$ cat src/shared/ecgfr_pkg.sv
// Constants, register map and decode functions for the fast recovery
// and calibration control block.
// Assumes one output sample strobe per sample and a 32.768 kHz master clock pin.
package ecgfr_pkg;
	localparam int ADDR_W = 7;
	localparam int DATA_W = 24;
	localparam int SAMP_W = 18;
	localparam int CMD_BITS = 8;
	localparam int FRAME_BITS = 32;
	localparam int BIT_CNT_W = 6;

	localparam logic [ADDR_W-1:0] ADDR_DYN = 7'h05;
	localparam logic [ADDR_W-1:0] ADDR_STATUS = 7'h06;
	localparam logic [ADDR_W-1:0] ADDR_CAL = 7'h12;
	localparam logic [ADDR_W-1:0] ADDR_EMUX = 7'h14;
	localparam logic [ADDR_W-1:0] ADDR_ECG = 7'h15;
	localparam logic [DATA_W-1:0] REG_RESET = 24'h000000;

	localparam int DYN_MODE_LSB = 22;
	localparam int DYN_THR_LSB = 16;
	localparam int CAL_EN_BIT = 22;
	localparam int CAL_BIP_BIT = 21;
	localparam int CAL_MAG_BIT = 20;
	localparam int CAL_FREQ_LSB = 12;
	localparam int CAL_FIFTY_BIT = 11;
	localparam int CAL_WIDTH_LSB = 0;
	localparam int EMUX_ISO_BIT = 23;
	localparam int EMUX_ROUTE_LSB = 16;
	localparam int ECG_RATE_LSB = 22;
	localparam int ECG_GAIN_LSB = 16;
	localparam int STAT_ACTIVE_BIT = 23;
	localparam int STAT_STATE_LSB = 16;

	localparam logic [1:0] MODE_OFF = 2'h0;
	localparam logic [1:0] MODE_MANUAL = 2'h1;
	localparam logic [1:0] MODE_AUTO = 2'h2;
	localparam logic [1:0] RATE_512 = 2'h0;
	localparam logic [1:0] RATE_256 = 2'h1;
	localparam int THR_SHIFT = 11;

	localparam int SAT_TIME_MS = 125;
	localparam int MS_PER_S = 1000;
	localparam int SPS_512 = 512;
	localparam int SPS_256 = 256;
	localparam int SPS_128 = 128;
	localparam logic [7:0] REC_SAMPLES_512 = 8'hff;
	localparam logic [7:0] REC_SAMPLES_256 = 8'h7f;
	localparam logic [7:0] REC_SAMPLES_128 = 8'h3f;
	localparam logic [7:0] SAT_LIM_512 = 8'(SAT_TIME_MS * SPS_512 / MS_PER_S);
	localparam logic [7:0] SAT_LIM_256 = 8'(SAT_TIME_MS * SPS_256 / MS_PER_S);
	localparam logic [7:0] SAT_LIM_128 = 8'(SAT_TIME_MS * SPS_128 / MS_PER_S);

	localparam int CAL_CNT_W = 22;
	localparam int CAL_WIDTH_W = 11;
	localparam logic [CAL_CNT_W-1:0] CAL_BASE_TICKS = 22'h000080;
	localparam logic [7:0] GAIN_BASE = 8'h14;

	function automatic logic [7:0] satLimit(input logic [1:0] rate);
		case (rate)
			RATE_512: satLimit = SAT_LIM_512;
			RATE_256: satLimit = SAT_LIM_256;
			default: satLimit = SAT_LIM_128;
		endcase
	endfunction : satLimit

	function automatic logic [7:0] recLimit(input logic [1:0] rate);
		case (rate)
			RATE_512: recLimit = REC_SAMPLES_512;
			RATE_256: recLimit = REC_SAMPLES_256;
			default: recLimit = REC_SAMPLES_128;
		endcase
	endfunction : recLimit

	function automatic logic [7:0] overallGain(input logic [1:0] sel);
		overallGain = GAIN_BASE << sel;
	endfunction : overallGain
endpackage : ecgfr_pkg

$ cat src/shared/ecgfr_cfg_if.sv
// Interface carrying configuration and state between the top and its two engines.
// Assumes all three modules share one clock.
`timescale 1ns/1ns
interface ecgfr_cfg_if;
	logic [1:0] recMode;
	logic [5:0] satThr;
	logic [1:0] rateSel;
	logic fastActive;
	logic [1:0] recState;
	logic calEn;
	logic [2:0] calFreq;
	logic calFifty;
	logic [10:0] calWidth;
	logic calHigh;
	modport top (output recMode, satThr, rateSel, calEn, calFreq, calFifty, calWidth,
		input fastActive, recState, calHigh);
	modport rec (input recMode, satThr, rateSel, output fastActive, recState);
	modport cal (input calEn, calFreq, calFifty, calWidth, output calHigh);
endinterface : ecgfr_cfg_if

$ cat src/hdl/ecgfr_recovery.sv
// Overdrive watcher: saturation and below-threshold timers and settling period.
// Assumes sampleStrobe pulses once per output sample with sampleData valid.
`timescale 1ns/1ns
module ecgfr_recovery (
	input wire logic clk,
	input wire logic rstN,
	input wire logic sampleStrobe,
	input wire logic signed [ecgfr_pkg::SAMP_W-1:0] sampleData,
	ecgfr_cfg_if.rec cfg
);
	typedef enum logic [1:0] {ECGFR_IDLE, ECGFR_WATCH, ECGFR_SETTLE} ecgfr_rec_t;
	ecgfr_rec_t state_q, state_d;
	logic [7:0] satCnt_q, satCnt_d, blwCnt_q, blwCnt_d, recCnt_q, recCnt_d;
	logic [ecgfr_pkg::SAMP_W-1:0] mag, thr;
	logic over, isAuto;

	always_comb begin
		mag = sampleData[ecgfr_pkg::SAMP_W-1] ? ecgfr_pkg::SAMP_W'(-sampleData)
			: ecgfr_pkg::SAMP_W'(sampleData);
		thr = ecgfr_pkg::SAMP_W'({cfg.satThr, {ecgfr_pkg::THR_SHIFT{1'b0}}});
		over = mag > thr;
		isAuto = cfg.recMode == ecgfr_pkg::MODE_AUTO;
		state_d = state_q;
		satCnt_d = satCnt_q;
		blwCnt_d = blwCnt_q;
		recCnt_d = recCnt_q;
		if (!isAuto) begin
			// Leaving automatic mode drops any partial count.
			state_d = ECGFR_IDLE;
			satCnt_d = '0;
			blwCnt_d = '0;
			recCnt_d = '0;
		end else if (sampleStrobe) begin
			case (state_q)
				ECGFR_IDLE: begin
					if (over) begin
						state_d = ECGFR_WATCH;
						satCnt_d = 8'h01;
					end
				end
				ECGFR_WATCH: begin
					if (over) begin
						satCnt_d = satCnt_q + 8'h01;
						blwCnt_d = '0;
					end else begin
						blwCnt_d = blwCnt_q + 8'h01;
					end
					if (over && satCnt_q >= ecgfr_pkg::satLimit(cfg.rateSel)) begin
						state_d = ECGFR_SETTLE;
						satCnt_d = '0;
						recCnt_d = '0;
					end else if (!over && blwCnt_q + 8'h01 >= ecgfr_pkg::satLimit(cfg.rateSel)) begin
						state_d = ECGFR_IDLE;
						satCnt_d = '0;
						blwCnt_d = '0;
					end
				end
				ECGFR_SETTLE: begin
					recCnt_d = recCnt_q + 8'h01;
					if (recCnt_d >= ecgfr_pkg::recLimit(cfg.rateSel)) begin
						state_d = ECGFR_IDLE;
						recCnt_d = '0;
						blwCnt_d = '0;
					end
				end
				default: state_d = ECGFR_IDLE;
			endcase
		end
	end

	always_ff @(posedge clk or negedge rstN) begin
		if (!rstN) begin
			state_q <= ECGFR_IDLE;
			satCnt_q <= '0;
			blwCnt_q <= '0;
			recCnt_q <= '0;
		end else begin
			state_q <= state_d;
			satCnt_q <= satCnt_d;
			blwCnt_q <= blwCnt_d;
			recCnt_q <= recCnt_d;
		end
	end

	assign cfg.fastActive = (state_q == ECGFR_SETTLE) || (cfg.recMode == ecgfr_pkg::MODE_MANUAL);
	assign cfg.recState = state_q;
endmodule : ecgfr_recovery

$ cat src/hdl/ecgfr_cal_gen.sv
// Calibration waveform timing, counted in master clock ticks.
// Assumes fclkIn is the 32.768 kHz master clock, sampled as a plain input.
`timescale 1ns/1ns
module ecgfr_cal_gen (
	input wire logic clk,
	input wire logic rstN,
	input wire logic fclkIn,
	ecgfr_cfg_if.cal cfg
);
	logic fclkPrev_q, fclkPrev_d;
	logic [ecgfr_pkg::CAL_CNT_W-1:0] cnt_q, cnt_d, period, highTicks;
	logic high_q, high_d;

	always_comb begin
		// Each step of the frequency field divides the rate by four.
		period = ecgfr_pkg::CAL_BASE_TICKS << {cfg.calFreq, 1'b0};
		highTicks = cfg.calFifty ? (period >> 1)
			: ecgfr_pkg::CAL_CNT_W'(cfg.calWidth) + 22'h000001;
		fclkPrev_d = fclkIn;
		cnt_d = cnt_q;
		high_d = high_q;
		if (!cfg.calEn) begin
			cnt_d = '0;
			high_d = 1'b0;
		end else if (fclkIn && !fclkPrev_q) begin
			cnt_d = (cnt_q >= period - 22'h000001) ? '0 : cnt_q + 22'h000001;
			high_d = cnt_d < highTicks;
		end
	end

	always_ff @(posedge clk or negedge rstN) begin
		if (!rstN) begin
			fclkPrev_q <= 1'b0;
			cnt_q <= '0;
			high_q <= 1'b0;
		end else begin
			fclkPrev_q <= fclkPrev_d;
			cnt_q <= cnt_d;
			high_q <= high_d;
		end
	end

	assign cfg.calHigh = high_q;
endmodule : ecgfr_cal_gen

$ cat src/hdl/ecgfr_top.sv
// Top of the fast recovery and calibration control block with its serial register port.
// Assumes serial pins and samples are synchronous to ref_clk and sclk is slower than ref_clk/4.
`timescale 1ns/1ns
module ecgfr_top (
	input wire logic ref_clk,
	input wire logic arst_n,
	input wire logic csN,
	input wire logic sclk,
	input wire logic sdi,
	output logic sdo_q,
	output logic sdoOe_q,
	input wire logic masterSampleClock,
	input wire logic sampleStrobe,
	input wire logic signed [ecgfr_pkg::SAMP_W-1:0] sampleData,
	output logic [ecgfr_pkg::SAMP_W-1:0] sampleOut_q,
	output logic sampleOutValid_q,
	output logic sampleOutTag_q,
	output logic fastSettle_q,
	output logic isolClosed_q,
	output logic calActive_q,
	output logic calHigh_q,
	output logic calBipolar_q,
	output logic calBigAmp_q,
	output logic [1:0] calRoute_q,
	output logic [1:0] progAmpGain_q,
	output logic [7:0] overallGain_q
);
	logic rstMeta_q, rstN_q;
	logic sclkPrev_q, sclkPrev_d;
	logic [ecgfr_pkg::BIT_CNT_W-1:0] bitCnt_q, bitCnt_d;
	logic [ecgfr_pkg::FRAME_BITS-1:0] shiftIn_q, shiftIn_d;
	logic [ecgfr_pkg::DATA_W-1:0] shiftOut_q, shiftOut_d;
	logic sdo_d, sdoOe_d;
	logic [ecgfr_pkg::DATA_W-1:0] dyn_q, dyn_d, cal_q, cal_d, emux_q, emux_d, ecg_q, ecg_d;
	logic [ecgfr_pkg::DATA_W-1:0] readData, statusWord;
	logic [ecgfr_pkg::SAMP_W-1:0] sampleOut_d;
	logic sampleOutValid_d, sampleOutTag_d, fastSettle_d, isolClosed_d;
	logic calActive_d, calHigh_d, calBipolar_d, calBigAmp_d;
	logic [1:0] calRoute_d, progAmpGain_d;
	logic [7:0] overallGain_d;
	logic sclkRise, sclkFall, isRead;
	logic readFlag_q, readFlag_d;
	logic [ecgfr_pkg::ADDR_W-1:0] addr;
	logic [ecgfr_pkg::FRAME_BITS-1:0] frame;

	ecgfr_cfg_if cfg ();

	// Reset is released through two flops so that every engine leaves reset on one edge.
	always_ff @(posedge ref_clk or negedge arst_n) begin
		if (!arst_n) begin
			rstMeta_q <= 1'b0;
			rstN_q <= 1'b0;
		end else begin
			rstMeta_q <= 1'b1;
			rstN_q <= rstMeta_q;
		end
	end

	ecgfr_recovery u_recovery (
		.clk(ref_clk),
		.rstN(rstN_q),
		.sampleStrobe(sampleStrobe),
		.sampleData(sampleData),
		.cfg(cfg.rec)
	);

	// All calibration timing follows the external master clock.
	ecgfr_cal_gen u_cal_gen (
		.clk(ref_clk),
		.rstN(rstN_q),
		.fclkIn(masterSampleClock),
		.cfg(cfg.cal)
	);

	assign cfg.recMode = dyn_q[ecgfr_pkg::DYN_MODE_LSB +: 2];
	assign cfg.satThr = dyn_q[ecgfr_pkg::DYN_THR_LSB +: 6];
	assign cfg.rateSel = ecg_q[ecgfr_pkg::ECG_RATE_LSB +: 2];
	assign cfg.calEn = cal_q[ecgfr_pkg::CAL_EN_BIT];
	assign cfg.calFreq = cal_q[ecgfr_pkg::CAL_FREQ_LSB +: 3];
	assign cfg.calFifty = cal_q[ecgfr_pkg::CAL_FIFTY_BIT];
	assign cfg.calWidth = cal_q[ecgfr_pkg::CAL_WIDTH_LSB +: ecgfr_pkg::CAL_WIDTH_W];

	// Serial register port: eight command bits then 24 data bits, MSB first.
	always_comb begin
		sclkRise = sclk && !sclkPrev_q && !csN;
		sclkFall = !sclk && sclkPrev_q && !csN;
		frame = {shiftIn_q[ecgfr_pkg::FRAME_BITS-2:0], sdi};
		// At the last rising edge the address sits one place below the top of the shifter.
		addr = shiftIn_q[ecgfr_pkg::FRAME_BITS-2 -: ecgfr_pkg::ADDR_W];
		isRead = readFlag_q;
		statusWord = '0;
		statusWord[ecgfr_pkg::STAT_ACTIVE_BIT] = cfg.fastActive;
		statusWord[ecgfr_pkg::STAT_STATE_LSB +: 2] = cfg.recState;
		case (frame[ecgfr_pkg::CMD_BITS-1 -: ecgfr_pkg::ADDR_W])
			ecgfr_pkg::ADDR_DYN: readData = dyn_q;
			ecgfr_pkg::ADDR_STATUS: readData = statusWord;
			ecgfr_pkg::ADDR_CAL: readData = cal_q;
			ecgfr_pkg::ADDR_EMUX: readData = emux_q;
			ecgfr_pkg::ADDR_ECG: readData = ecg_q;
			default: readData = '0;
		endcase
		sclkPrev_d = sclk;
		bitCnt_d = bitCnt_q;
		readFlag_d = readFlag_q;
		shiftIn_d = shiftIn_q;
		shiftOut_d = shiftOut_q;
		sdo_d = sdo_q;
		sdoOe_d = sdoOe_q;
		dyn_d = dyn_q;
		cal_d = cal_q;
		emux_d = emux_q;
		ecg_d = ecg_q;
		if (csN) begin
			bitCnt_d = '0;
			readFlag_d = 1'b0;
			sdoOe_d = 1'b0;
			sdo_d = 1'b0;
		end else if (sclkRise) begin
			shiftIn_d = frame;
			bitCnt_d = bitCnt_q + 6'h01;
			if (bitCnt_q == 6'(ecgfr_pkg::CMD_BITS - 1)) begin
				// The direction bit is kept apart because the shifter keeps moving it.
				readFlag_d = frame[0];
				if (frame[0]) begin
					shiftOut_d = readData;
				end
			end
			if (bitCnt_q == 6'(ecgfr_pkg::FRAME_BITS - 1) && !isRead) begin
				case (addr)
					ecgfr_pkg::ADDR_DYN: dyn_d = frame[ecgfr_pkg::DATA_W-1:0];
					ecgfr_pkg::ADDR_CAL: cal_d = frame[ecgfr_pkg::DATA_W-1:0];
					ecgfr_pkg::ADDR_EMUX: emux_d = frame[ecgfr_pkg::DATA_W-1:0];
					ecgfr_pkg::ADDR_ECG: ecg_d = frame[ecgfr_pkg::DATA_W-1:0];
					default: dyn_d = dyn_q;
				endcase
			end
		end else if (sclkFall && bitCnt_q >= 6'(ecgfr_pkg::CMD_BITS)
			&& bitCnt_q < 6'(ecgfr_pkg::FRAME_BITS) && isRead) begin
			sdoOe_d = 1'b1;
			sdo_d = shiftOut_q[ecgfr_pkg::DATA_W-1];
			shiftOut_d = {shiftOut_q[ecgfr_pkg::DATA_W-2:0], 1'b0};
		end
	end

	always_ff @(posedge ref_clk or negedge rstN_q) begin
		if (!rstN_q) begin
			sclkPrev_q <= 1'b0;
			bitCnt_q <= '0;
			readFlag_q <= 1'b0;
			shiftIn_q <= '0;
			shiftOut_q <= '0;
			sdo_q <= 1'b0;
			sdoOe_q <= 1'b0;
			dyn_q <= ecgfr_pkg::REG_RESET;
			cal_q <= ecgfr_pkg::REG_RESET;
			emux_q <= ecgfr_pkg::REG_RESET;
			ecg_q <= ecgfr_pkg::REG_RESET;
		end else begin
			sclkPrev_q <= sclkPrev_d;
			bitCnt_q <= bitCnt_d;
			readFlag_q <= readFlag_d;
			shiftIn_q <= shiftIn_d;
			shiftOut_q <= shiftOut_d;
			sdo_q <= sdo_d;
			sdoOe_q <= sdoOe_d;
			dyn_q <= dyn_d;
			cal_q <= cal_d;
			emux_q <= emux_d;
			ecg_q <= ecg_d;
		end
	end

	// Output stage: every pin below is a flop so downstream timing is clean.
	always_comb begin
		sampleOut_d = sampleOut_q;
		sampleOutTag_d = sampleOutTag_q;
		sampleOutValid_d = sampleStrobe;
		if (sampleStrobe) begin
			sampleOut_d = ecgfr_pkg::SAMP_W'(sampleData);
			sampleOutTag_d = cfg.fastActive;
		end
		fastSettle_d = cfg.fastActive;
		// Switches close only on request; opening them before calibrating is the host's job.
		isolClosed_d = emux_q[ecgfr_pkg::EMUX_ISO_BIT];
		calActive_d = cal_q[ecgfr_pkg::CAL_EN_BIT];
		calHigh_d = cfg.calHigh;
		calBipolar_d = cal_q[ecgfr_pkg::CAL_BIP_BIT];
		calBigAmp_d = cal_q[ecgfr_pkg::CAL_MAG_BIT];
		calRoute_d = emux_q[ecgfr_pkg::EMUX_ROUTE_LSB +: 2];
		progAmpGain_d = ecg_q[ecgfr_pkg::ECG_GAIN_LSB +: 2];
		overallGain_d = ecgfr_pkg::overallGain(progAmpGain_d);
	end

	always_ff @(posedge ref_clk or negedge rstN_q) begin
		if (!rstN_q) begin
			sampleOut_q <= '0;
			sampleOutValid_q <= 1'b0;
			sampleOutTag_q <= 1'b0;
			fastSettle_q <= 1'b0;
			isolClosed_q <= 1'b0;
			calActive_q <= 1'b0;
			calHigh_q <= 1'b0;
			calBipolar_q <= 1'b0;
			calBigAmp_q <= 1'b0;
			calRoute_q <= '0;
			progAmpGain_q <= '0;
			overallGain_q <= ecgfr_pkg::GAIN_BASE;
		end else begin
			sampleOut_q <= sampleOut_d;
			sampleOutValid_q <= sampleOutValid_d;
			sampleOutTag_q <= sampleOutTag_d;
			fastSettle_q <= fastSettle_d;
			isolClosed_q <= isolClosed_d;
			calActive_q <= calActive_d;
			calHigh_q <= calHigh_d;
			calBipolar_q <= calBipolar_d;
			calBigAmp_q <= calBigAmp_d;
			calRoute_q <= calRoute_d;
			progAmpGain_q <= progAmpGain_d;
			overallGain_q <= overallGain_d;
		end
	end
endmodule : ecgfr_top

$ cat config.mk
export PLATFORM = sky130hd
export DESIGN_NAME = ecgfr_top
export DESIGN_NICKNAME = d
export VERILOG_FILES = /design/src/shared/ecgfr_pkg.sv /design/src/shared/ecgfr_cfg_if.sv /design/src/hdl/ecgfr_recovery.sv /design/src/hdl/ecgfr_cal_gen.sv /design/src/hdl/ecgfr_top.sv
export SDC_FILE = /design/constraint.sdc
export NUM_CORES = 1
export LEC_CHECK = 0
export BUFFER_PORTS_ARGS = -buffer_cell sky130_fd_sc_hd__buf_4
export CAP_MARGIN = 10
export CORE_AREA = 4 4 121 210
export DETAILED_ROUTE_END_ITERATION = 8
export DIE_AREA = 0 0 125 214
export PLACE_DENSITY = 0.75
export RECOVER_POWER = 50
export SYNTH_ARGS = -nofsm -noshare
export SYNTH_HDL_FRONTEND = slang
export SYNTH_SLANG_ARGS = --single-unit
$ cat constraint.sdc
create_clock -name ref_clk -period 14.05 [get_ports ref_clk]
set_input_delay 1.405 -clock ref_clk [delete_from_list [all_inputs] [get_ports ref_clk]]
set_output_delay 1.405 -clock ref_clk [all_outputs]
set_load 0.01 [all_outputs]
# After elaboration in Yosys (flattened, before gate mapping)
# Index checks and enable logic that the tools add are counted.
# word_totals
regBits	251
latch_bits	0
ram_bits	0
romBits	0
inputBits	25
out_inout_bits	40
wordCells	176
memories	0
# classes
addsub	8
n_mul	0
n_div	0
magnitude_cmp	8
n_eq_ne	28
shifts	2
muxes	61
bitwise	1
reduce_logical	36
# ops
operator	n
2-to-1 mux 8 bit	26
case mux 24 bit (5 select lines)	1
2-to-1 mux 24 bit	4
2-to-1 mux 22 bit	4
case mux 8 bit (2 select lines)	4
== test 7 x 5 -> 1 bit, second input constant	6
AND reduction 4 bit	7
adder 8 x 1 -> 8 bit, second input constant	3
greater-or-equal comparator 8 bit	3
adder 22 x 1 -> 22 bit, second input constant	1
greater-or-equal comparator 22 bit	1
< comparator 22 bit	1
left shift 8 x 4 -> 22 bit, first input constant	1
subtractor 22 x 1 -> 22 bit, second input constant	1
== test 7 x 3 -> 1 bit, second input constant	3
> comparator 18 x 17 -> 1 bit	1
2-to-1 mux 18 bit	1
negation 18 bit	1
case mux 7 bit (2 select lines)	1
adder 11 x 1 -> 12 bit, second input constant	1
2-to-1 mux 2 bit	6
2-to-1 mux 6 bit	2
inequality test 3 bit, second input constant	4
logical AND 1 bit	11
22 further kinds	50

# Logic depth before layout (Yosys ltp)
# Gate-level depths: netlist (run 1).
# depth
word_depth	18
ltp_mapped	25
mapped_depth_nobuf	22

# By module
# Synthesis (run 1) repeated with hierarchy kept, for this count alone.
# unflattened
cells_unflattened	1280
hier_area_um2	13750.7
# modules_own_cells
module	n_inst	cells_each	area_per_inst_um2	seq_area_each_um2
ecgfr_top	1	683	8630.8	4957.3
ecgfr_cal_gen	1	297	2571.2	600.6
ecgfr_recovery	1	300	2548.7	650.6

# Worst setup path before layout (run 1)
# No wires, ideal clock.
# synth_timing
kind	reg2reg
start	register cal_q[14] (netlist bit)
end	register u_cal_gen.high_q (netlist: u_cal_gen.cfg.calHigh)
setup_ns	0.121
arrival_ns	4.714
required_time_ns	13.929
path_slack_ns	9.215
stages_incl_launch_ff	23
n_path_buf	3
period_less_slack_ns	4.835
cell_sequence	dfrtp_1 -> or3_1 -> ha_1 -> clkbuf_1 -> nor3_1 -> a21oi_1 -> o22a_1 -> ha_1 -> nand4_1 -> a211oi_1 -> a211oi_1 -> o31ai_1 -> clkbuf_1 -> clkbuf_1 -> nor2_1 -> ha_1 -> nand4_1 -> nor3_1 -> nand3b_1 -> a21o_1 -> a311oi_1 -> o2111ai_1 -> a22o_1
# synth_between
elab_chain_len	7
word_cells_on_any_way	8
cone_classes	add/sub: 1; order compare: 2; shift: 1; mux: 4
# synth_rtl
element	line	text
start, declared	ecgfr_top.sv:34	logic [ecgfr_pkg::DATA_W-1:0] dyn_q, dyn_d, cal_q, cal_d, emux_q, emux_d, ecg_q, ecg_d;
start signal, assigned	ecgfr_top.sv:155	cal_q <= ecgfr_pkg::REG_RESET;
start signal, assigned	ecgfr_top.sv:167	cal_q <= cal_d;
left shift 8 x 4 -> 22 bit (*)	ecgfr_cal_gen.sv:16	period = ecgfr_pkg::CAL_BASE_TICKS << {cfg.calFreq, 1'b0};
subtractor 22 x 1 -> 22 bit	ecgfr_cal_gen.sv:26	cnt_d = (cnt_q >= period - 22'h000001) ? '0 : cnt_q + 22'h000001;
greater-or-equal comparator 22 bit	ecgfr_cal_gen.sv:26	
2-to-1 mux 22 bit	ecgfr_cal_gen.sv:26	
< comparator 22 bit (*)	ecgfr_cal_gen.sv:27	high_d = cnt_d < highTicks;
2-to-1 mux 1 bit (*)	ecgfr_cal_gen.sv:25	end else if (fclkIn && !fclkPrev_q) begin
2-to-1 mux 1 bit (*)	ecgfr_cal_gen.sv:22	if (!cfg.calEn) begin
end signal, assigned	ecgfr_cal_gen.sv:39	high_q <= high_d;
end, declared	ecgfr_cal_gen.sv:12	logic high_q, high_d;
# Mark *: on every way between the ends. The rest lies on a longest branch, timed or not. The select of a mux whose other input is x is not followed.
# A chain may end at the register's enable or synchronous reset.

==> results of run 1 <==
==> power breakdown <==
group / total (mW) / switching, mW / leakage, nW / internal, mW
clock: 0.651 / 0.281 / 0.385 / 0.370
sequential: 0.750 / 0.0219 / 3.39 / 0.728
combinational: 0.0816 / 0.0511 / 3.10 / 0.0305
==> worst paths after layout <==
| kind | end | from | slack, ps | cells past startpoint |
|---|---|---|---|---|
| max in group asynchronous | calActive_q$_DFF_PN0_ | rstN_q$_DFF_PN0_ | 11190 | 1 |
| min in group asynchronous | rstN_q$_DFF_PN0_ | arst_n | 640 | 1 |
| worst min-delay path | rstN_q$_DFF_PN0_ | rstMeta_q$_DFF_PN0_ | 360 | 0 |
| worst min register to register | rstN_q$_DFF_PN0_ | rstMeta_q$_DFF_PN0_ | 360 | 0 |
| worst max register to register | u_cal_gen.cfg.calHigh$_DFFE_PN0P_ | cal_q[12]$_DFFE_PN0P_ | 8800 | 21 |
| worst max-delay path | u_recovery.satCnt_q[5]$_DFFE_PN0P_ | sampleData[0] | 8670 | 15 |
==> through the flow <==
step,instances,setup WS (ps)
final,1626,8670
after global routing,1626,8350
after CTS,1626,8690
after detailed placement,1582,8150
after global placement,1582,8240
after floorplan,1259,6630
==> cell type report <==
class	count	area (um2)
clock buffers	31	657
clock inverters	13	138
fillers	2023	9380
inverters	33	124
multi-input cells	916	6360
flip-flops and latches	248	6210
well taps	308	385
repair buffers	77	576
==> kinds of logic after synthesis <==
family                   synth area share
AO/OA/AOI/OAI                       0.141
flip-flops                          0.482
buffers and inverters              0.0286
multiplexers                        0.102
adder cells (fa/ha/maj)            0.0592
other                            0.000583
XOR/XNOR                           0.0292
AND/OR/NAND/NOR                     0.157
==> cells in the final DEF (no fill, tap or decap), drive strengths merged, types with 15 or more instances in the layout <==
cell type	netlist	layout
a21oi	35	35
a22o	23	23
a22oi	65	65
and3	15	15
buf	8	73
clkbuf	54	35
dfrtp	246	246
ha	61	61
inv	33	33
mux2	113	113
nand2	193	193
nand2b	17	17
nand3	37	37
nand4	15	15
nor2	71	71
nor3	20	20
o21ai	67	67
xnor2	19	19
xor2	24	24
==> layer usage <==
layer	GRT usage	vias to the layer above
met1	0.237	4861
met2	0.422	231
li1	-	4587
met4	0.100	0
met3	0.0262	77
met5	0	-
==> registers in the layout (all words and copies together), names as in the netlist, 2 cells and up <==
| register | cells |
|---|---|
| dyn_q | 24 |
| overallGain_q | 6 |
| u_recovery.blwCnt_q | 8 |
| calRoute_q | 2 |
| ecg_q | 24 |
| u_recovery.recCnt_q | 8 |
| emux_q | 24 |
| u_cal_gen.cnt_q | 22 |
| bitCnt_q | 6 |
| cal_q | 24 |
| sampleOut_q | 18 |
| u_recovery.cfg.recState | 2 |
| shiftIn_q | 31 |
| shiftOut_q | 24 |
| u_recovery.satCnt_q | 8 |
==> results.toml, run 1 <==
[worst_setup_path]
crit_path_max_incr_delay_ps = 600
crit_fanout = 9
path_cells = "buf_4 > inv_1 > ha_1 > or4b_1 > or4_1 > o41ai_1 > xnor2_1 > ha_1 > nand3_1 > nor3_1 > o2111ai_2 > o31ai_4 > mux2i_2 > nor3_4 > a221o_1"
worstSetupPathType = "in2reg"
cpMaxStageDelayCell = "mux2i_2"
cp_common_cell = "ha_1"
worst_ep_required_time_ps = 14460
cp_data_arrival_time_ps = 5790
path_delay_family = "simple AND/OR/NAND/NOR gates"
end_kind = "flip-flop"
crit_buf_inv = 2
start_kind = "input port"

[synthesis]
synth_common_cells = "dfrtp_1, nand2_1, mux2_2"
ys_seq_area_frac = 0.482
syn_area_mm2 = 0.0129
synth_top_area_share = 0.478
synthArstFlopShare = 1.00
synth_most_common_cell = "dfrtp_1"
yosysWarnings = 0
ys_ff_latch = 248
ys_top_cells_by_area = "dfrtp_1, mux2_2, ha_1, nand2_1, a22oi_1"
avgSynthCellArea_um2 = 10.2
synth_largest_area_cell = "dfrtp_1"
synthCells = 1257
synth-edff-count = 0
ys_types = 69
ys.flop_type = "dfrtp_1"

[sta]
setup_viol = 0
timing.setup.tns_ps = 0
skew_ps = 15.5
rsz0062_at_grt = "false"
finalCritPeriodShare = 0.383
maxSlewViolCount = 57
worst_pin_slew_ps = 2260
hold_viol = 0
whs_ps = 361
period_minus_slack_ps = 5380
relSlewSlack = -0.506
fmax_mhz = 186

[floorplan]
num_rows = 75
core_mm2 = 0.0238
die-area_mm2 = 0.0268
fp.dieW_um = 125
start_util = 0.540
die_h_um = 214
io_pins = 65

[finish]
utilization = 0.606
antennaDiodeCount = 0
nNetsFinal = 1386
synthToLayoutAreaGrowth_pct = 12.2
drive_gt1_frac = 0.190
final_area_mm2 = 0.0145

[place]
placed_area_mm2 = 0.0137
hpwl_um = 20800
port_buffers = 62
gp_congestion = 0.907

[clock_network]
insertion_delay_ps = 540
tritoncts = "done"
cts.sinks = 248
post-cts-setup-buffers = 0
cts-root-buf = "clkbuf_16"
clkSlewWorstSetupHoldPaths_ps = 60
clk_path_buf_depth = 3
cts_resized = 0
ctsHoldBuffers = 0
htreeDepth = 1
numCtsBuffers = 24

[global_route]
gr-total-overflow = 0
track_usage = 0.220
grt_max_degree = 191
grt_pass1_vias = 10098
grt_first_pass_wirelength_um = 49200
antenna_found_initial = 0

[routing]
route.detailed.vias_per_inst = 6.00
route.layer.met1.wl_um = 11100
wl_met3_um = 1080
final_antenna_net_count = 0
dr.pass1.iters = 5
vias = 9756
wl_met2_um = 16500
initialDrtViolationCount = 529
route.top_layer_used = "met4"
routedWlPerCell_um = 18.4
drcViolationCount = 0
wl_um = 30000

[power]
finalPower_mw = 1.48
leakagePower_nw = 6.88
power.density_mw_per_mm2 = 103
ir_worst_vdd_mv = 0.102

[flow_run]
drv_cap = 1

[outcome]
failed_checks = "capacitance limit, slew limit"
status = "finished, violations left"

[min_path]
hp-class = "reg2reg"
Note: power is estimated with default switching activity, not from simulation.
==> run 2: changes to the inputs <==
ABC_AREA = 1   (was default)
CORE_AREA = 4 4 122 212   (was 4 4 121 210)
DIE_AREA = 0 0 126 216   (was 0 0 125 214)
PLACE_DENSITY = 0.78   (was 0.75)
clock period = 4.5 ns   (was 14.05 ns; I/O delays follow)
==> results.toml, run 2 <==
[outcome]
status = "finished, violations left"
failed_checks = "capacitance limit, slew limit"

[floorplan]
start_util = 0.548
io_pins = 65
fp.dieW_um = 126
die_h_um = 216
die-area_mm2 = 0.0272
core_mm2 = 0.0240
num_rows = 75

[synthesis]
synth-edff-count = 0
synth_largest_area_cell = "dfrtp_1"
ys_seq_area_frac = 0.472
synthCells = 1639
synth_common_cells = "nand2_1, dfrtp_1, o21ai_0"
avgSynthCellArea_um2 = 8.03
syn_area_mm2 = 0.0132
synth_top_area_share = 0.468
ys_ff_latch = 248
ys.flop_type = "dfrtp_1"
synth_most_common_cell = "nand2_1"
ys_types = 54
yosysWarnings = 0
ys_top_cells_by_area = "dfrtp_1, nand2_1, o21ai_0, ha_1, inv_1"
synthArstFlopShare = 1.00

[finish]
final_area_mm2 = 0.0146
utilization = 0.607
drive_gt1_frac = 0.0754
synthToLayoutAreaGrowth_pct = 10.8
fill_cells = 2175
final_cell_mix = "nand2_1, dfrtp_1, o21ai_0, inv_1, nor2_1"
final_common_cell = "nand2_1"
largest_reg_flops = 31
nNetsFinal = 1768
top_register = "shiftIn_q"
antennaDiodeCount = 0

[worst_setup_path]
worstSetupPathType = "reg2reg"
end_kind = "flip-flop"
cp_data_arrival_time_ps = 4460
start_kind = "flip-flop"
crit_path_max_incr_delay_ps = 530
crit_fanout = 11
worst_ep_required_time_ps = 4920
cpMaxStageDelayCell = "dfrtp_1"

[sta]
timing.setup.tns_ps = 0
hold_viol = 0
setup_viol = 0
fmax_mhz = 248
relSlewSlack = -0.561
maxSlewViolCount = 124
worst_pin_slew_ps = 2340
finalCritPeriodShare = 0.897
period_minus_slack_ps = 4040
rsz0062_at_grt = "false"
skew_ps = 20.6

[place]
hpwl_um = 23200
port_buffers = 62
placed_area_mm2 = 0.0139
gp_congestion = 0.919

[routing]
route.detailed.vias_per_inst = 5.61
vias = 11251
wl_um = 33000
drcViolationCount = 0
routedWlPerCell_um = 16.5
initialDrtViolationCount = 779
final_antenna_net_count = 0
dr.pass1.iters = 5

[global_route]
grt_max_degree = 165
antenna_found_initial = 0
grt_use_met1 = 0.282
grt_first_pass_wirelength_um = 55000
gr-max-usage-layer = "met2"
track_usage = 0.244
grt_pass1_vias = 11325
gr-total-overflow = 0
grt_util_met2 = 0.436
use_met3 = 0.0302

[clock_network]
clkSlewWorstSetupHoldPaths_ps = 60
numCtsBuffers = 24
cts.sinks = 248
cts-root-buf = "clkbuf_16"
clk_path_buf_depth = 3
post-cts-setup-buffers = 0
htreeDepth = 1
tritoncts = "done"
insertion_delay_ps = 540

[power]
power.density_mw_per_mm2 = 337
finalPower_mw = 4.92
leakagePower_nw = 6.89
ir_worst_vdd_mv = 0.305

[min_path]
hp-class = "in2reg"

[flow_run]
drv_cap = 3
==> run 2: cell count changes after synthesis, moves of 17 or more <==
cell | previous run | this run
nor2_1 | 71 | 105
a22oi_1 | 65 | 0
o22ai_1 | 1 | 25
inv_1 | 33 | 184
nand2_1 | 193 | 457
a221oi_1 | 0 | 17
a22o_1 | 23 | 3
o21ai_0 | 67 | 210
nand3_1 | 37 | 73
mux2_2 | 113 | 1
==> run 2: cells by family (layout without fill, tap and decap cells) <==
| group | after synthesis | count (layout) | share of synthesized area |
|---|---|---|---|
| buf+inv | 253 | 310 | 0.0756 |
| simple gates | 708 | 708 | 0.229 |
| xor+xnor | 30 | 30 | 0.0200 |
| flops | 248 | 248 | 0.472 |
| mux | 1 | 1 | 0.000856 |
| compound gates | 336 | 336 | 0.145 |
| other cells | 2 | 4 | 0.000571 |
| fa+ha+maj | 61 | 61 | 0.0580 |
==> run 2: final timing paths <==
path	startpoint	endpoint	slack, ps	depth (start not counted)
setup / recovery	cal_q[14]$_DFFE_PN0P_	u_cal_gen.cfg.calHigh$_DFFE_PN0P_	460	28
hold / removal	sclk	sclkPrev_q$_DFF_PN0_	70	1
setup reg to reg	cal_q[14]$_DFFE_PN0P_	u_cal_gen.cfg.calHigh$_DFFE_PN0P_	460	28
hold reg to reg	rstMeta_q$_DFF_PN0_	rstN_q$_DFF_PN0_	350	0
max in group asynchronous	rstN_q$_DFF_PN0_	u_recovery.blwCnt_q[3]$_DFFE_PN0P_	1110	1
min in group asynchronous	arst_n	rstMeta_q$_DFF_PN0_	250	2
==> run 2: per-stage QoR <==
step	cells	setup WS, ps	hold WS, ps
2_1_floorplan	1641	431	154
3_3_place_gp	1963	604	243
3_5_place_dp	1963	518	244
4_1_cts	2006	483	19.7
5_1_grt	2006	3.75	62.3
6_report	2006	462	65.2
==> run 2: worst max-delay path: cells and delay by family (launching register included) <==
| family | cells | cell delay, ps |
|---|---|---|
| simple gates | 14 | 1330 |
| fa+ha+maj | 3 | 740 |
| compound gates | 5 | 550 |
| flops | 1 | 530 |
| buf+inv | 6 | 750 |
==> run 2: routing by layer <==
| metal | vias to the layer above | share of wire |
|---|---|---|
| met1 | 5374 | 0.39 |
| met5 | - | 0 |
| met3 | 103 | 0.045 |
| met2 | 337 | 0.51 |
| met4 | 0 | 0.055 |
| li1 | 5437 | - |
==> run 2: repair_timing <==
| action | in CTS | in global routing |
|---|---|---|
| hold buffers | 1 | 0 |
| endpoints found under the hold margin | 2 | 0 |
| endpoints found under the setup margin | 0 | 1 |
| resized for setup | 0 | 2 |
==> run 2: final cells by class <==
class	instances	area [um2]	share of cell area
Clock buffer	29	659	0.0452
Clock inverter	13	233	0.0160
Inverter	190	723	0.0496
Multi-Input combinational cell	1140	5960	0.408
Sequential cell	248	6210	0.426
Tap cell	308	385	0.0264
Timing Repair Buffer	78	420	0.0288
==> run 2: power by group <==
| part | internal [mW] | total (mW) | switching [mW] |
|---|---|---|---|
| combinational | 0.0779 | 0.290 | 0.212 |
| clock | 1.39 | 2.27 | 0.880 |
| sequential | 2.30 | 2.36 | 0.0546 |
==> run 3: changes to the inputs <==
ABC_AREA = default   (was 1)
CORE_AREA = 4 4 121 210   (was 4 4 122 212)
DIE_AREA = 0 0 125 214   (was 0 0 126 216)
PLACE_DENSITY = 0.75   (was 0.78)
clock period = 5 ns   (was 4.5 ns; I/O delays follow)
==> results.toml, run 3 (synthesized netlist as in run 1, its figures left out) <==
[sta]
whs_ps = 131
timing.setup.tns_ps = 0
worst_pin_slew_ps = 3700
setup_viol = 0
skew_ps = 9.96
finalCritPeriodShare = 0.929
maxSlewViolCount = 248
rsz0062_at_grt = "false"
hold_viol = 0
relSlewSlack = -1.47
fmax_mhz = 215
period_minus_slack_ps = 4650

[floorplan]
io_pins = 65
core_mm2 = 0.0238
start_util = 0.540
die_h_um = 214
num_rows = 75
die-area_mm2 = 0.0268
fp.dieW_um = 125

[global_route]
grt_pass1_vias = 10231
antenna_found_initial = 0
grt_first_pass_wirelength_um = 50700
track_usage = 0.227
gr-total-overflow = 0
grt_max_degree = 171

[min_path]
hp-class = "in2reg"
hold_path_end = "sclkPrev_q$_DFF_PN0_"
hold_start = "sclk"
min_path_cells = 1

[outcome]
failed_checks = "capacitance limit, slew limit"
status = "finished, violations left"

[power]
ir_worst_vdd_mv = 0.382
leakagePower_nw = 6.90
power.density_mw_per_mm2 = 287

[finish]
fill_cells = 1979
final_area_mm2 = 0.0145
nNetsFinal = 1390
utilization = 0.608
antennaDiodeCount = 0
multi_input_area_mm2 = 0.00638
final_cell_mix = "dfrtp_1, nand2_1, mux2_2, buf_4, nor2_1"
largest_reg_flops = 31
synthToLayoutAreaGrowth_pct = 12.5
final_common_cell = "dfrtp_1"
seq_area_mm2 = 0.00621
drive_gt1_frac = 0.193
top_register = "shiftIn_q"

[worst_setup_path]
cpMaxStageDelayCell = "dfrtp_1"
start_kind = "flip-flop"
crit_buf_inv = 1
path_cells = "or3_1 > ha_2 > nor3_1 > a21oi_1 > o22a_1 > ha_1 > a211oi_1 > o211ai_1 > a211oi_1 > o31ai_2 > buf_12 > nor2_1 > ha_1 > o2111ai_2 > nor2_1 > a211oi_1 > o21ai_0 > a21oi_1 > a311oi_1 > o2111ai_1 > a22o_1"
crit_path_max_incr_delay_ps = 440
cp_common_cell = "a211oi_1"
crit_fanout = 22
worstReg2RegEnd = "u_cal_gen.cfg.calHigh$_DFFE_PN0P_"
worst_ep_required_time_ps = 5460
rr_worst_depth = 21
cp_data_arrival_time_ps = 5110
path_delay_family = "compound AO/OA/AOI/OAI gates"
r2r_start = "cal_q[14]$_DFFE_PN0P_"
end_kind = "flip-flop"
r2r_slack_ps = 350
worstSetupPathType = "reg2reg"

[flow_run]
drv_cap = 2

[place]
port_buffers = 62
gp_congestion = 0.936
placed_area_mm2 = 0.0137
hpwl_um = 20900

[routing]
route.detailed.vias_per_inst = 6.01
drcViolationCount = 0
initialDrtViolationCount = 640
routedWlPerCell_um = 18.6
final_antenna_net_count = 0
wl_um = 30200
dr.pass1.iters = 5
vias = 9777

[clock_network]
tritoncts = "done"
numCtsBuffers = 23
htreeDepth = 1
insertion_delay_ps = 520
clkSlewWorstSetupHoldPaths_ps = 60
cts.sinks = 248
cts-root-buf = "clkbuf_16"
clk_path_buf_depth = 3
-- run 3: worst max-delay path by stage --
stage / startpoint / end / slack (ps) / cells past startpoint
after floorplan: cal_q[14]$_DFFE_PN0P_ / u_cal_gen.cfg.calHigh$_DFFE_PN0P_ / 170 / 22
after global placement: sampleData[0] / u_recovery.satCnt_q[6]$_DFFE_PN0P_ / 290 / 15
after detailed placement: sampleData[0] / u_recovery.satCnt_q[6]$_DFFE_PN0P_ / 190 / 15
after CTS: cal_q[14]$_DFFE_PN0P_ / u_cal_gen.cfg.calHigh$_DFFE_PN0P_ / 270 / 21
after global routing: cal_q[14]$_DFFE_PN0P_ / u_cal_gen.cfg.calHigh$_DFFE_PN0P_ / 70 / 21
final: cal_q[14]$_DFFE_PN0P_ / u_cal_gen.cfg.calHigh$_DFFE_PN0P_ / 350 / 21
-- run 3: report_power, final --
group | internal (mW) | total, mW | switching [mW]
clock network | 1.07 | 1.82 | 0.746
registers | 2.05 | 2.10 | 0.0543
logic | 0.0864 | 0.239 | 0.152
total | 3.21 | 4.16 | 0.953
-- run 3: layer usage --
layer / wire length [um] / track usage / vias to the layer above
met5: 0 / 0 / -
met4: 1450 / 0.116 / 0
met3: 1240 / 0.0297 / 99
met2: 16500 / 0.423 / 262
met1: 11100 / 0.249 / 4822
li1: - / - / 4594
-- run 3: area by class of cell --
cell class,count,area share
Timing Repair Buffer,82,0.0421
Clock buffer,32,0.0455
Sequential cell,248,0.429
Clock inverter,8,0.00812
Inverter,33,0.00855
Tap cell,308,0.0266
Multi-Input combinational cell,916,0.440
-- run 3: timing repair --
item,in CTS,in global routing
endpoints found under the hold margin,2,0
hold buffers,1,0
resized for setup,0,2
setup buffers,0,0
endpoints found under the setup margin,0,1
-- run 3: stage by stage --
stage / setup slack [ps] / power (mW) / instances
2_1_floorplan: 165 / 2.27 / 1259
3_3_place_gp: 285 / 2.38 / 1586
3_5_place_dp: 189 / 2.38 / 1586
4_1_cts: 270 / 4.21 / 1627
5_1_grt: 69.7 / 4.32 / 1627
6_report: 353 / 4.16 / 1627
